File: src/design/dcaop_pkg.sv
// Shared constants, timing tables and state encoding for the converter output port.
package dcaop_pkg;

  // ==========================================================================
  // Widths and pin sampling layout
  localparam int WORD_BITS     = 16;
  localparam int FRAME_BITS    = 32;
  localparam int CLK_PERIOD_NS = 10;
  localparam int PIN_CONV      = 0;
  localparam int PIN_PAIR      = 1;
  localparam int PIN_BYTE      = 2;
  localparam int PIN_CHAN      = 3;
  localparam int PIN_PORT      = 4;
  localparam int PIN_LOWP      = 5;
  localparam int PIN_EXT       = 6;
  localparam int PIN_DIV       = 7;
  localparam int PIN_ECLK      = 9;
  localparam int PIN_WIDTH     = 10;
  localparam logic [PIN_WIDTH-1:0] PIN_RESET = 10'h001;

  // ==========================================================================
  // Serial clock figures per divider code, in nanoseconds and microseconds
  localparam int SCK_PER_MIN_NS [4] = '{25, 50, 100, 200};
  localparam int SCK_PER_TYP_NS [4] = '{40, 70, 140, 280};
  localparam int SCK_HI_MIN_NS  [4] = '{12, 22, 50, 100};
  localparam int SCK_LO_MIN_NS  [4] = '{7, 21, 49, 99};
  localparam int FIRST_EDGE_NS  [4] = '{3, 17, 17, 17};
  localparam int LAST_EDGE_NS   [4] = '{1, 3, 30, 80};
  localparam int HOLD_MIN_NS    [4] = '{2, 4, 30, 80};
  localparam real BUSY_NORM_US  [4] = '{3.25, 4.25, 6.25, 10.75};
  localparam real BUSY_LOWP_US  [4] = '{3.5, 4.5, 6.5, 11.0};

  function automatic int cyc_up(input int ns);
    return (ns + CLK_PERIOD_NS - 1) / CLK_PERIOD_NS;
  endfunction

  function automatic int cyc_dn_us(input real us);
    return $rtoi(us * 1000.0 / real'(CLK_PERIOD_NS));
  endfunction

  // ==========================================================================
  // Cycle counts derived from the figures above
  localparam int SCK_HI_CYC [4] = '{cyc_up(SCK_PER_TYP_NS[0] / 2), cyc_up(SCK_PER_TYP_NS[1] / 2),
                                    cyc_up(SCK_PER_TYP_NS[2] / 2), cyc_up(SCK_PER_TYP_NS[3] / 2)};
  localparam int SCK_LO_CYC [4] = '{SCK_PER_TYP_NS[0] / CLK_PERIOD_NS - SCK_HI_CYC[0],
                                    SCK_PER_TYP_NS[1] / CLK_PERIOD_NS - SCK_HI_CYC[1],
                                    SCK_PER_TYP_NS[2] / CLK_PERIOD_NS - SCK_HI_CYC[2],
                                    SCK_PER_TYP_NS[3] / CLK_PERIOD_NS - SCK_HI_CYC[3]};
  localparam int LEAD_CYC   [4] = '{cyc_up(FIRST_EDGE_NS[0]), cyc_up(FIRST_EDGE_NS[1]),
                                    cyc_up(FIRST_EDGE_NS[2]), cyc_up(FIRST_EDGE_NS[3])};
  localparam int TRAIL_CYC  [4] = '{cyc_up(LAST_EDGE_NS[0]), cyc_up(LAST_EDGE_NS[1]),
                                    cyc_up(LAST_EDGE_NS[2]), cyc_up(LAST_EDGE_NS[3])};

  // ==========================================================================
  // Sequencer states, Gray coded along idle-convert-lead-shift-trail
  typedef enum logic [2:0] {
    ST_IDLE    = 3'h0,
    ST_CONVERT = 3'h1,
    ST_LEAD    = 3'h3,
    ST_SHIFT   = 3'h2,
    ST_TRAIL   = 3'h6,
    ST_SLAVE   = 3'h4
  } dcaop_state_type;

endpackage

File: src/design/dcaop_sclk_gen.sv
// Shift clock generator with programmable high and low phase lengths.
`timescale 1ns/1ps

module dcaop_sclk_gen (
  input  wire logic       ref_clk_in,
  input  wire logic       rst_b_in,
  input  wire logic       run_in,
  input  wire logic [4:0] high_cycles_in,
  input  wire logic [4:0] low_cycles_in,
  output logic            shift_clock_out,
  output logic            rise_out,
  output logic            fall_out
);

  logic [4:0] phase_cnt;

  // A phase ends once it has lasted its programmed count; the caller only
  // drops run_in while the clock is low, so no high phase is ever cut short.
  assign rise_out = run_in && !shift_clock_out && (phase_cnt >= low_cycles_in - 5'h01);
  assign fall_out = run_in && shift_clock_out && (phase_cnt >= high_cycles_in - 5'h01);

  always_ff @(posedge ref_clk_in or negedge rst_b_in) begin
    if (!rst_b_in) begin
      shift_clock_out <= 1'b0;
      phase_cnt       <= 5'h00;
    end else if (!run_in) begin
      shift_clock_out <= 1'b0;
      phase_cnt       <= 5'h00;
    end else if (rise_out || fall_out) begin
      shift_clock_out <= !shift_clock_out;
      phase_cnt       <= 5'h00;
    end else begin
      phase_cnt <= phase_cnt + 5'h01;
    end
  end

endmodule

File: src/design/dcaop_top.sv
// Output port and channel selection logic of a two-channel sampling converter.
`timescale 1ns/1ps

// What this block does
// Pair select low samples first pair, else second.
// Byte order select swaps parallel result bytes.
// Parallel: channel B when order low, else A.
// Serial: order high sends A then B.
// Master shift clock period meets divider minimum.
// Shift clock period is the typical divider value.
// Normal mode busy width stays under maximum.
// Low power busy width stays under maximum.
// Shift clock high phase meets divider minimum.
// Shift clock low phase meets divider minimum.
// Frame sync leads first clock edge enough.
// Frame sync holds after last clock edge.
// Serial data held after its clock edge.
// Divider used only in master read-after-convert.
// Port type selects parallel bus or serial port.
// Low power select gives reduced power mode.
module dcaop_top (
  input  wire logic        ref_clk_in,
  input  wire logic        rst_b_in,
  input  wire logic        convert_start_b_in,
  input  wire logic        pair_select_in,
  input  wire logic        byte_order_select_in,
  input  wire logic        channel_order_select_in,
  input  wire logic        port_type_select_in,
  input  wire logic        low_power_select_in,
  input  wire logic        ext_clock_select_in,
  input  wire logic [1:0]  serial_clock_divider_in,
  input  wire logic        ext_shift_clock_in,
  input  wire logic [15:0] result_a_in,
  input  wire logic [15:0] result_b_in,
  input  wire logic        convert_done_in,
  output logic             convert_request_out,
  output logic             pair_select_out,
  output logic             low_power_out,
  output logic             busy_out,
  output logic [15:0]      parallel_data_out,
  output logic [15:0]      parallel_data_oe_out,
  output logic             frame_sync_out,
  output logic             frame_sync_oe_out,
  output logic             shift_clock_out,
  output logic             shift_clock_oe_out,
  output logic             serial_data_out,
  output logic             serial_data_oe_out
);

  // ==========================================================================
  // Pin synchronisers
  logic [dcaop_pkg::PIN_WIDTH-1:0] pin_raw;
  logic [dcaop_pkg::PIN_WIDTH-1:0] pin_meta;
  logic [dcaop_pkg::PIN_WIDTH-1:0] pin_sync;
  logic                            conv_prev;
  logic                            eclk_prev;

  assign pin_raw = {ext_shift_clock_in, serial_clock_divider_in, ext_clock_select_in,
                    low_power_select_in, port_type_select_in, channel_order_select_in,
                    byte_order_select_in, pair_select_in, convert_start_b_in};

  always_ff @(posedge ref_clk_in or negedge rst_b_in) begin
    if (!rst_b_in) begin
      pin_meta  <= dcaop_pkg::PIN_RESET;
      pin_sync  <= dcaop_pkg::PIN_RESET;
      conv_prev <= 1'b1;
      eclk_prev <= 1'b0;
    end else begin
      pin_meta  <= pin_raw;
      pin_sync  <= pin_meta;
      conv_prev <= pin_sync[dcaop_pkg::PIN_CONV];
      eclk_prev <= pin_sync[dcaop_pkg::PIN_ECLK];
    end
  end

  // ==========================================================================
  // Decoded modes
  logic                   port_serial;
  logic                   ext_clock;
  logic                   start_edge;
  logic                   eclk_fall;
  logic                   master_rac;
  logic [1:0]             eff_div;
  logic [15:0]            chan_word;
  dcaop_pkg::dcaop_state_type state;
  logic [3:0]             wait_cnt;
  logic [5:0]             bit_cnt;
  logic [31:0]            shift_reg;
  logic                   sck_run;
  logic                   sck_rise;
  logic                   sck_fall;
  logic [4:0]             hi_cycles;
  logic [4:0]             lo_cycles;

  assign port_serial = pin_sync[dcaop_pkg::PIN_PORT];
  assign ext_clock   = pin_sync[dcaop_pkg::PIN_EXT];
  assign start_edge  = conv_prev && !pin_sync[dcaop_pkg::PIN_CONV];
  assign eclk_fall   = eclk_prev && !pin_sync[dcaop_pkg::PIN_ECLK];
  assign chan_word   = pin_sync[dcaop_pkg::PIN_CHAN] ? result_a_in : result_b_in;
  assign hi_cycles   = 5'(dcaop_pkg::SCK_HI_CYC[eff_div]);
  assign lo_cycles   = 5'(dcaop_pkg::SCK_LO_CYC[eff_div]);
  assign sck_run     = (state == dcaop_pkg::ST_SHIFT);

  // Parallel bus floats in serial mode; the divider and mode straps
  // come into the device on their own input pins, not on the bus.
  assign parallel_data_oe_out = {16{!port_serial}};
  assign serial_data_oe_out   = port_serial;
  assign frame_sync_oe_out    = port_serial && !ext_clock;
  assign shift_clock_oe_out   = port_serial && !ext_clock;
  assign serial_data_out      = shift_reg[31];

  dcaop_sclk_gen u_sclk_gen (
    .ref_clk_in      (ref_clk_in),
    .rst_b_in        (rst_b_in),
    .run_in          (sck_run),
    .high_cycles_in  (hi_cycles),
    .low_cycles_in   (lo_cycles),
    .shift_clock_out (shift_clock_out),
    .rise_out        (sck_rise),
    .fall_out        (sck_fall)
  );

  // ==========================================================================
  // Conversion and frame sequencer
  always_ff @(posedge ref_clk_in or negedge rst_b_in) begin
    if (!rst_b_in) begin
      state               <= dcaop_pkg::ST_IDLE;
      wait_cnt            <= 4'h0;
      bit_cnt             <= 6'h00;
      convert_request_out <= 1'b0;
      pair_select_out     <= 1'b0;
      master_rac          <= 1'b0;
      eff_div             <= 2'h0;
      busy_out            <= 1'b0;
      frame_sync_out      <= 1'b0;
    end else begin
      convert_request_out <= 1'b0;
      case (state)
        dcaop_pkg::ST_IDLE: begin
          if (start_edge) begin
            convert_request_out <= 1'b1;
            pair_select_out     <= pin_sync[dcaop_pkg::PIN_PAIR];
            master_rac          <= port_serial && !ext_clock;
            // Outside master read-after-convert the divider straps are
            // ignored and the fastest clock setting applies.
            eff_div <= (port_serial && !ext_clock) ?
                       pin_sync[dcaop_pkg::PIN_DIV +: 2] : 2'h0;
            busy_out <= 1'b1;
            state    <= dcaop_pkg::ST_CONVERT;
          end
        end
        dcaop_pkg::ST_CONVERT: begin
          if (convert_done_in) begin
            bit_cnt <= 6'h00;
            if (!port_serial) begin
              busy_out <= 1'b0;
              state    <= dcaop_pkg::ST_IDLE;
            end else if (ext_clock) begin
              busy_out <= 1'b0;
              state    <= dcaop_pkg::ST_SLAVE;
            end else begin
              frame_sync_out <= 1'b1;
              wait_cnt       <= 4'(dcaop_pkg::LEAD_CYC[eff_div] - 1);
              state          <= dcaop_pkg::ST_LEAD;
            end
          end
        end
        dcaop_pkg::ST_LEAD: begin
          if (wait_cnt == 4'h0) begin
            state <= dcaop_pkg::ST_SHIFT;
          end else begin
            wait_cnt <= wait_cnt - 4'h1;
          end
        end
        dcaop_pkg::ST_SHIFT: begin
          if (sck_rise) begin
            bit_cnt <= bit_cnt + 6'h01;
          end
          if (sck_fall && bit_cnt == 6'(dcaop_pkg::FRAME_BITS)) begin
            wait_cnt <= 4'(dcaop_pkg::TRAIL_CYC[eff_div] - 1);
            state    <= dcaop_pkg::ST_TRAIL;
          end
        end
        dcaop_pkg::ST_TRAIL: begin
          if (wait_cnt == 4'h0) begin
            frame_sync_out <= 1'b0;
            busy_out       <= 1'b0;
            state          <= dcaop_pkg::ST_IDLE;
          end else begin
            wait_cnt <= wait_cnt - 4'h1;
          end
        end
        dcaop_pkg::ST_SLAVE: begin
          if (eclk_fall) begin
            bit_cnt <= bit_cnt + 6'h01;
            if (bit_cnt == 6'(dcaop_pkg::FRAME_BITS - 1)) begin
              state <= dcaop_pkg::ST_IDLE;
            end
          end
        end
        default: begin
          state <= dcaop_pkg::ST_IDLE;
        end
      endcase
    end
  end

  // ==========================================================================
  // Result registers
  always_ff @(posedge ref_clk_in or negedge rst_b_in) begin
    if (!rst_b_in) begin
      parallel_data_out <= 16'h0000;
      shift_reg         <= 32'h0000_0000;
      low_power_out     <= 1'b0;
    end else begin
      low_power_out <= pin_sync[dcaop_pkg::PIN_LOWP];
      if (state == dcaop_pkg::ST_CONVERT && convert_done_in) begin
        parallel_data_out <= pin_sync[dcaop_pkg::PIN_BYTE] ?
                             {chan_word[7:0], chan_word[15:8]} : chan_word;
        shift_reg <= pin_sync[dcaop_pkg::PIN_CHAN] ?
                     {result_a_in, result_b_in} : {result_b_in, result_a_in};
      end else if ((sck_fall && bit_cnt != 6'(dcaop_pkg::FRAME_BITS)) ||
                   (state == dcaop_pkg::ST_SLAVE && eclk_fall)) begin
        // Data moves on the falling edge, a whole high phase after the
        // host's rising sampling edge, which covers the hold time.
        shift_reg <= {shift_reg[30:0], 1'b0};
      end
    end
  end

  // ==========================================================================
  // Checks
  logic        sck_prev;
  logic [4:0]  ph_len;
  logic [4:0]  hi_prev;
  logic [10:0] busy_len;
  logic        lowp_busy;

  always_ff @(posedge ref_clk_in or negedge rst_b_in) begin
    if (!rst_b_in) begin
      sck_prev  <= 1'b0;
      ph_len    <= 5'h00;
      hi_prev   <= 5'h00;
      busy_len  <= 11'h000;
      lowp_busy <= 1'b0;
    end else begin
      sck_prev <= shift_clock_out;
      if (shift_clock_out != sck_prev) begin
        ph_len <= 5'h01;
        if (!shift_clock_out) begin
          hi_prev <= ph_len;
        end
      end else if (ph_len != 5'h1F) begin
        ph_len <= ph_len + 5'h01;
      end
      busy_len <= busy_out ? busy_len + 11'h001 : 11'h000;
      if (start_edge && state == dcaop_pkg::ST_IDLE) begin
        lowp_busy <= pin_sync[dcaop_pkg::PIN_LOWP];
      end
    end
  end
endmodule

File: config.mk
export PLATFORM = sky130hd
export DESIGN_NAME = dcaop_top
export DESIGN_NICKNAME = d
export VERILOG_FILES = /design/src/design/dcaop_pkg.sv /design/src/design/dcaop_sclk_gen.sv /design/src/design/dcaop_top.sv
export SDC_FILE = /design/constraint.sdc
export NUM_CORES = 1
export LEC_CHECK = 0
export ABC_AREA = 0
export BUFFER_PORTS_ARGS = -buffer_cell sky130_fd_sc_hd__buf_2
export CORE_MARGIN = 2
export CORE_UTILIZATION = 50
export CTS_BUF_LIST = sky130_fd_sc_hd__clkbuf_16
export DETAILED_ROUTE_END_ITERATION = 6
export HOLD_SLACK_MARGIN = 0.06
export PLACE_DENSITY = 0.72
export SLEW_MARGIN = 20
export SYNTH_ARGS = -nofsm -noshare
export SYNTH_HDL_FRONTEND = slang
export SYNTH_HIERARCHICAL = 1
export SYNTH_SLANG_ARGS = --single-unit
File: constraint.sdc
create_clock -name ref_clk_in -period 8.82 [get_ports ref_clk_in]
set_clock_uncertainty 0.05 [all_clocks]
set_input_delay 0 -clock ref_clk_in [delete_from_list [all_inputs] [get_ports ref_clk_in]]
set_output_delay 0 -clock ref_clk_in [all_outputs]
set_load 0.005 [all_outputs]
**After elaboration in Yosys (flattened, before gate mapping)**

Cells that the tools add are included.

- Bits in registers: 96
- Bits in latches: 0
- RAM bits: 0
- ROM bits: 0
- Bits of input ports: 45
- Output and inout port bits: 42
- Logic and storage cells: 135
- Memories: 0

- $add $sub $neg: 7
- $mul: 0
- Div/mod/pow operators: 0
- $lt $le $gt $ge: 3
- Equality and inequality tests: 21
- Shifts and indexed selects: 0
- Muxes and demuxes: 54
- Bitwise gates (word level): 1
- Reduce and logical (&&, ||, !) cells: 32

Operators with widths:

| kind | count |
|---|---|
| binary-select mux 32 bit (select 2 bit) | 4 |
| 2-to-1 mux 32 bit | 3 |
| 2-to-1 mux 4 bit | 9 |
| 2-to-1 mux 16 bit | 2 |
| 2-to-1 mux 5 bit | 6 |
| 2-to-1 mux 3 bit | 9 |
| != test 2 bit, second input constant | 12 |
| 2-to-1 mux 6 bit | 3 |
| case mux 3 bit (6 select lines) | 1 |
| case mux 6 bit (3 select lines) | 1 |
| 2-to-1 mux 1 bit | 12 |
| case mux 4 bit (3 select lines) | 1 |
| logical AND 1 bit | 11 |
| >= comparator 5 bit | 2 |
| AND reduction 5 bit | 2 |
| subtractor 5 x 1 -> 5 bit, second input constant | 2 |
| nonzero test 3 bit | 3 |
| subtractor 4 x 2 -> 4 bit, second input constant | 2 |
| AND reduction 7 bit | 1 |
| adder 6 x 1 -> 6 bit, second input constant | 1 |
| equality test 3 x 2 -> 1 bit, second input constant | 2 |
| equality test 3 bit, second input constant | 2 |
| equality test 6 x 5 -> 1 bit, second input constant | 1 |
| equality test 6 bit, second input constant | 1 |
| 19 further kinds | 25 |

**Longest topological paths before layout**

- Depth after elaboration: 11
- Mapped depth: 17

**Cells and area by module**

Netlist, hierarchy kept.

By module, submodules not included:

| module | instances | cells an instance | area an instance (um2) |
|---|---|---|---|
| dcaop_top | 1 | 471 | 4555.6 |
| dcaop_sclk_gen | 1 | 67 | 636.9 |

**Worst setup path after synthesis**

No wires, ideal clock.

- Path type: register to register
- From: register eff_div[1]
- To: register wait_cnt[0]
- Library setup time: 0.128 ns
- Arrival time: 2.689 ns
- Required time: 8.642 ns
- Setup slack: 5.953 ns
- Cell stages (with the launch flop): 15
- Buffers on the path: 0
- Path through: dfrtp_1 > inv_1 > ha_1 > inv_1 > inv_1 > ha_1 > xnor2_1 > ha_1 > a21o_1 > a31oi_2 > o31ai_4 > a41oi_1 > o21ai_0 > and2_1 > a31oi_1

- Word-level cells in the longest chain between the ends: 10
- Elaborated cells between the ends (all ways): 23
- Those cells by class: add/sub: 3; order compare: 1; eq/ne: 1; mux: 14; bitwise: 1; reduce/logical: 3

RTL lines:

| item | RTL line | RTL |
|---|---|---|
| start: declaration | dcaop_top.sv:83 | `logic [1:0] eff_div;` |
| start signal: assignment | dcaop_top.sv:146 | `eff_div <= (port_serial && !ext_clock) ?` |
| NOT 2 -> 3 bit (implied by the code) | dcaop_top.sv:100 | `assign hi_cycles = 5'(dcaop_pkg::SCK_HI_CYC[eff_div]);` |
| binary-select mux 32 bit (select 2 bit) | dcaop_top.sv:100 |  |
| 2-to-1 mux 5 bit (implied by the code) (2 in series) | dcaop_top.sv:100 |  |
| via hi_cycles[1] | dcaop_top.sv:92 | `logic [4:0] hi_cycles;` |
| subtractor 5 x 1 -> 5 bit | dcaop_sclk_gen.sv:20 | `assign fall_out = run_in && shift_clock_out && (phase_cnt >= high_cycles_in - 5'h01);` |
| >= comparator 5 bit | dcaop_sclk_gen.sv:20 |  |
| logical AND 1 bit | dcaop_sclk_gen.sv:20 |  |
| via sck_fall | dcaop_top.sv:91 | `logic sck_fall;` |
| logical AND 1 bit | dcaop_top.sv:179 | `if (sck_fall && bit_cnt == 6'(dcaop_pkg::FRAME_BITS)) begin` |
| != test 2 bit (no line) | - |  |
| AND reduction 6 bit (no line) | - |  |
| end signal: assignment | dcaop_top.sv:172 | `wait_cnt <= wait_cnt - 4'h1;` |
| end signal: assignment | dcaop_top.sv:180 | `wait_cnt <= 4'(dcaop_pkg::TRAIL_CYC[eff_div] - 1);` |
| end signal: assignment | dcaop_top.sv:190 | `wait_cnt <= wait_cnt - 4'h1;` |
| end: declaration | dcaop_top.sv:86 | `logic [3:0] wait_cnt;` |

The timed path passes the listed nets, and every way through them passes these cells. The select of a mux whose other input is x is not followed.
A chain may end at the register's enable or synchronous reset.

**Worst setup path in the final report**

- From: register eff_div[1]
- To: register wait_cnt[1]

The elaborated chain is that of the path after synthesis.

==> impl_results.md <==
* Top FF cell, synth: dfrtp_1
* P per Cell Area at between 200 and 300 nW/um^2
* Starting Density at roughly 51%
* Worst-Skew Late Latency at between 300 and 400 ps
* Post-synth EDFFs at 0
* Leading area contributor after synthesis: dfrtp_1
* GRT Util Overall at a little over a fifth
* Die span in y at approximately 110 um
* Leakage at a little under 3 nW
* Rows at 37
* Worst-path clk slew at 60 ps
* Yosys Warn Count at 6
* Cells after Synth at about 540
* Critical path endpoint category: flip-flop
* Slew HR at ~42%
* Vias at ~4,000
* RePlAce Congestion at roughly 0.9
* Post-synth ARST share at 100%
* First-pass GRT wire length at ~19,000 um
* Fin. Hold Viols at 0
* Initial antenna violation count at 0
* Largest net degree at the start of global routing at 96
* Final Critical Period at between 3000 and 4000 ps
* Crit share post-route at between 30% and 40%
* DRT iter0 DRCs at 241
* Top cells by area, synth: dfrtp_1, mux2i_1, ha_1, o21ai_0, nand2_1
* DRT Wirelength at 11,300 um
* Critical path's slowest cell: dfrtp_1
* Gr ovfl total at 0
* Num Clock Sinks at 96
* Core Area at a little over 10,000 um^2
* P&R area growth vs syn at 18.1%
* # port buffers at 86
* Critical Path Max Stage Delay at 490 ps
* Startpoint Class: flip-flop
* CP bufs+invs at 3
* Status: complete, no violations
* Drc violations at 0
* Cell variety after synth at 56
* CP max FO at 8
* Post-synth top area share at 44.8%
* Crit-path leading delay family: compound AO/OA/AOI/OAI gates
* Final Max Tran Viols at 0
* Max VDD drop at 124 uV
* Critical Path AT at 3470 ps
* Upper clock frequency limit at about 300 MHz
* N_diodes at 0
* Layout cells sized above 1 at approximately 22%
* DIE AREA at between 10,000 and 15,000 um^2
* CP Cell Sequence: inv_1 > ha_1 > inv_1 > inv_1 > ha_1 > xnor2_1 > ha_1 > a21o_1 > a31oi_2 > o31ai_4 > a41oi_1 > o21ai_0 > and2_1 > o21ai_0
* Max-cap violations at 0
* Clock root buffer: clkbuf_16
* CTS tree: done
* FILL cells at between 800 and 900
* Die W at 106 um
* Synth Register Bits at between 90 and 100
* Remaining antenna violation count after routing at 0
* Cts repair resizes at 0
* DR WL/cell at ~15 um
* Worst min path class: input pin to asynchronous set/reset pin
* Clock buffer count from CTS at 9
* Via-to-Cell Ratio at roughly 5.2
* Io pins at between 80 and 90
* Final Net Count at just under 700
* Final setup vio count at 0
* Sequential-to-total area share from yosys stat at approximately 46%
* Non-filler instance count after layout at about 770
* Vias in the first global route at ~4,000
* Worst EP required at about 9000 ps
* Max FFs per register at 32
* First-pass DRT Iterations at 4
* Mapped cell area at 5190 um^2
* Syn Area/Cell at about 9.7 um^2
* Critical path type: flip-flop to flip-flop
* RSZ-0062 raised after global routing: false
* DP Cell Count at approximately 720
* Detailed Place HPWL at 7740 um
* CTS Buffer Depth at 2
* Worst Tran Pin Value at roughly 870 ps
* H-tree depth at 3
* Total Neg Setup Slack at 0 ps
Yosys cell counts, types with 2 or more instances:
| master | n |
|---|---|
| o31ai_1 | 2 |
| ha_1 | 22 |
| o2111ai_1 | 2 |
| dfstp_2 | 3 |
| nand3b_1 | 4 |
| buf_6 | 2 |
| nor2_1 | 47 |
| nor3b_2 | 3 |
| mux2i_1 | 36 |
| clkbuf_1 | 15 |
| conb_1 | 2 |
| nand2b_1 | 4 |
| buf_2 | 10 |
| o21ai_2 | 2 |
| and3_1 | 2 |
| a21oi_1 | 42 |
| o21ai_0 | 55 |
| nor3_1 | 8 |
| a21o_1 | 3 |
| dfrtp_1 | 93 |
| buf_4 | 17 |
| a22o_1 | 2 |
| o21ai_1 | 3 |
| xnor2_1 | 8 |
| a31oi_1 | 6 |
| mux2_2 | 18 |
| or2_2 | 2 |
| nand2_1 | 67 |
| nand3_1 | 5 |
| and2_1 | 4 |
| xor2_1 | 5 |
| inv_1 | 18 |
| nor2b_1 | 3 |
worst reg2reg max path, stage by stage, from the launching register on:
cell and delay, ps:
dfrtp_1 490, inv_1 110, ha_1 200, inv_1 70, inv_1 40, ha_1 200, xnor2_1 130, ha_1 310
a21o_1 130, a31oi_2 50, o31ai_4 430, a41oi_1 170, o21ai_0 430, and2_1 260, o21ai_0 110
final timing paths:
| kind | cells after the start | slack (ps) | end | startpoint |
|---|---|---|---|---|
| worst max-delay path | 14 | 5510 | wait_cnt[1] | eff_div[1] |
| worst min-delay path | 2 | 70 | eff_div[1] | rst_b_in |
| worst max register to register | 14 | 5510 | wait_cnt[1] | eff_div[1] |
| worst min register to register | 0 | 300 | pin_sync[7] | pin_meta[7] |
| max in group asynchronous | 3 | 7480 | parallel_data_out[5] | rst_b_in |
| min in group ref_clk_in | 5 | 70 | shift_reg[2] | result_b_in[2] |
repair_timing:
action | CTS | global route
setup buffers | 0 | 0
hold endpoints to repair | 47 | 0
hold buffers | 29 | 0
power by group:
part	internal [mW]	leakage (nW)	switching (mW)
sequential	0.557	1.22	0.101
clock	0.186	0.136	0.157
combinational	0.278	1.62	0.334
placed cells by master (no fill, tap or decap), drive strengths merged, types with 22 or more instances in the layout:
cell          n
a21oi        42
buf          91
dfrtp        93
dlygate4sd3  29
ha           22
inv          22
mux2i        36
nand2        68
nor2         47
o21ai        60
metrics by stage:
step | power (mW) | utilization, % | setup WS [ps] | hold slack, ps | instance area (um^2)
floorplan | 1.09 | - | 5950 | -346 | 5200
global route | 1.74 | 60.2 | 5200 | 96.9 | 6130
CTS | 1.62 | 60.2 | 5570 | 61.0 | 6130
finish | 1.61 | 60.2 | 5510 | 68.0 | 6130
detailed placement | 1.26 | 54.8 | 5580 | -114 | 5590
global placement | 1.23 | 54.8 | 5740 | -121 | 5590
metal layers:
metal,share of wire [%],vias to the layer above,track usage [%]
li1,-,2006,-
met1,42,1906,27.1
met2,52,89,36.1
met3,3.8,17,4.05
met4,2.3,0,9.21
met5,0,-,0
layout make-up:
class / count / area (um^2) / area share [%]
Sequential cell: 96 / 2410 / 39.2
Tap cell: 136 / 170 / 2.77
Multi-Input combinational cell: 381 / 2470 / 40.3
Inverter: 18 / 67.6 / 1.10
Clock inverter: 7 / 31.3 / 0.510
Timing Repair Buffer: 120 / 761 / 12.4
Clock buffer: 9 / 225 / 3.67
cells by family after synthesis:
kind of cell               synth area share (%)
and+or+nand+nor                            14.2
AOI/OAI and AO/OA                          14.4
DFF                                        46.3
buffers and inverters                      6.31
muxes                                      11.1
adders and majority gates                  5.30
xor gates and xnor gates                   2.19
other                                     0.145
No activity file was read; power rests on OpenSTA's default activity.
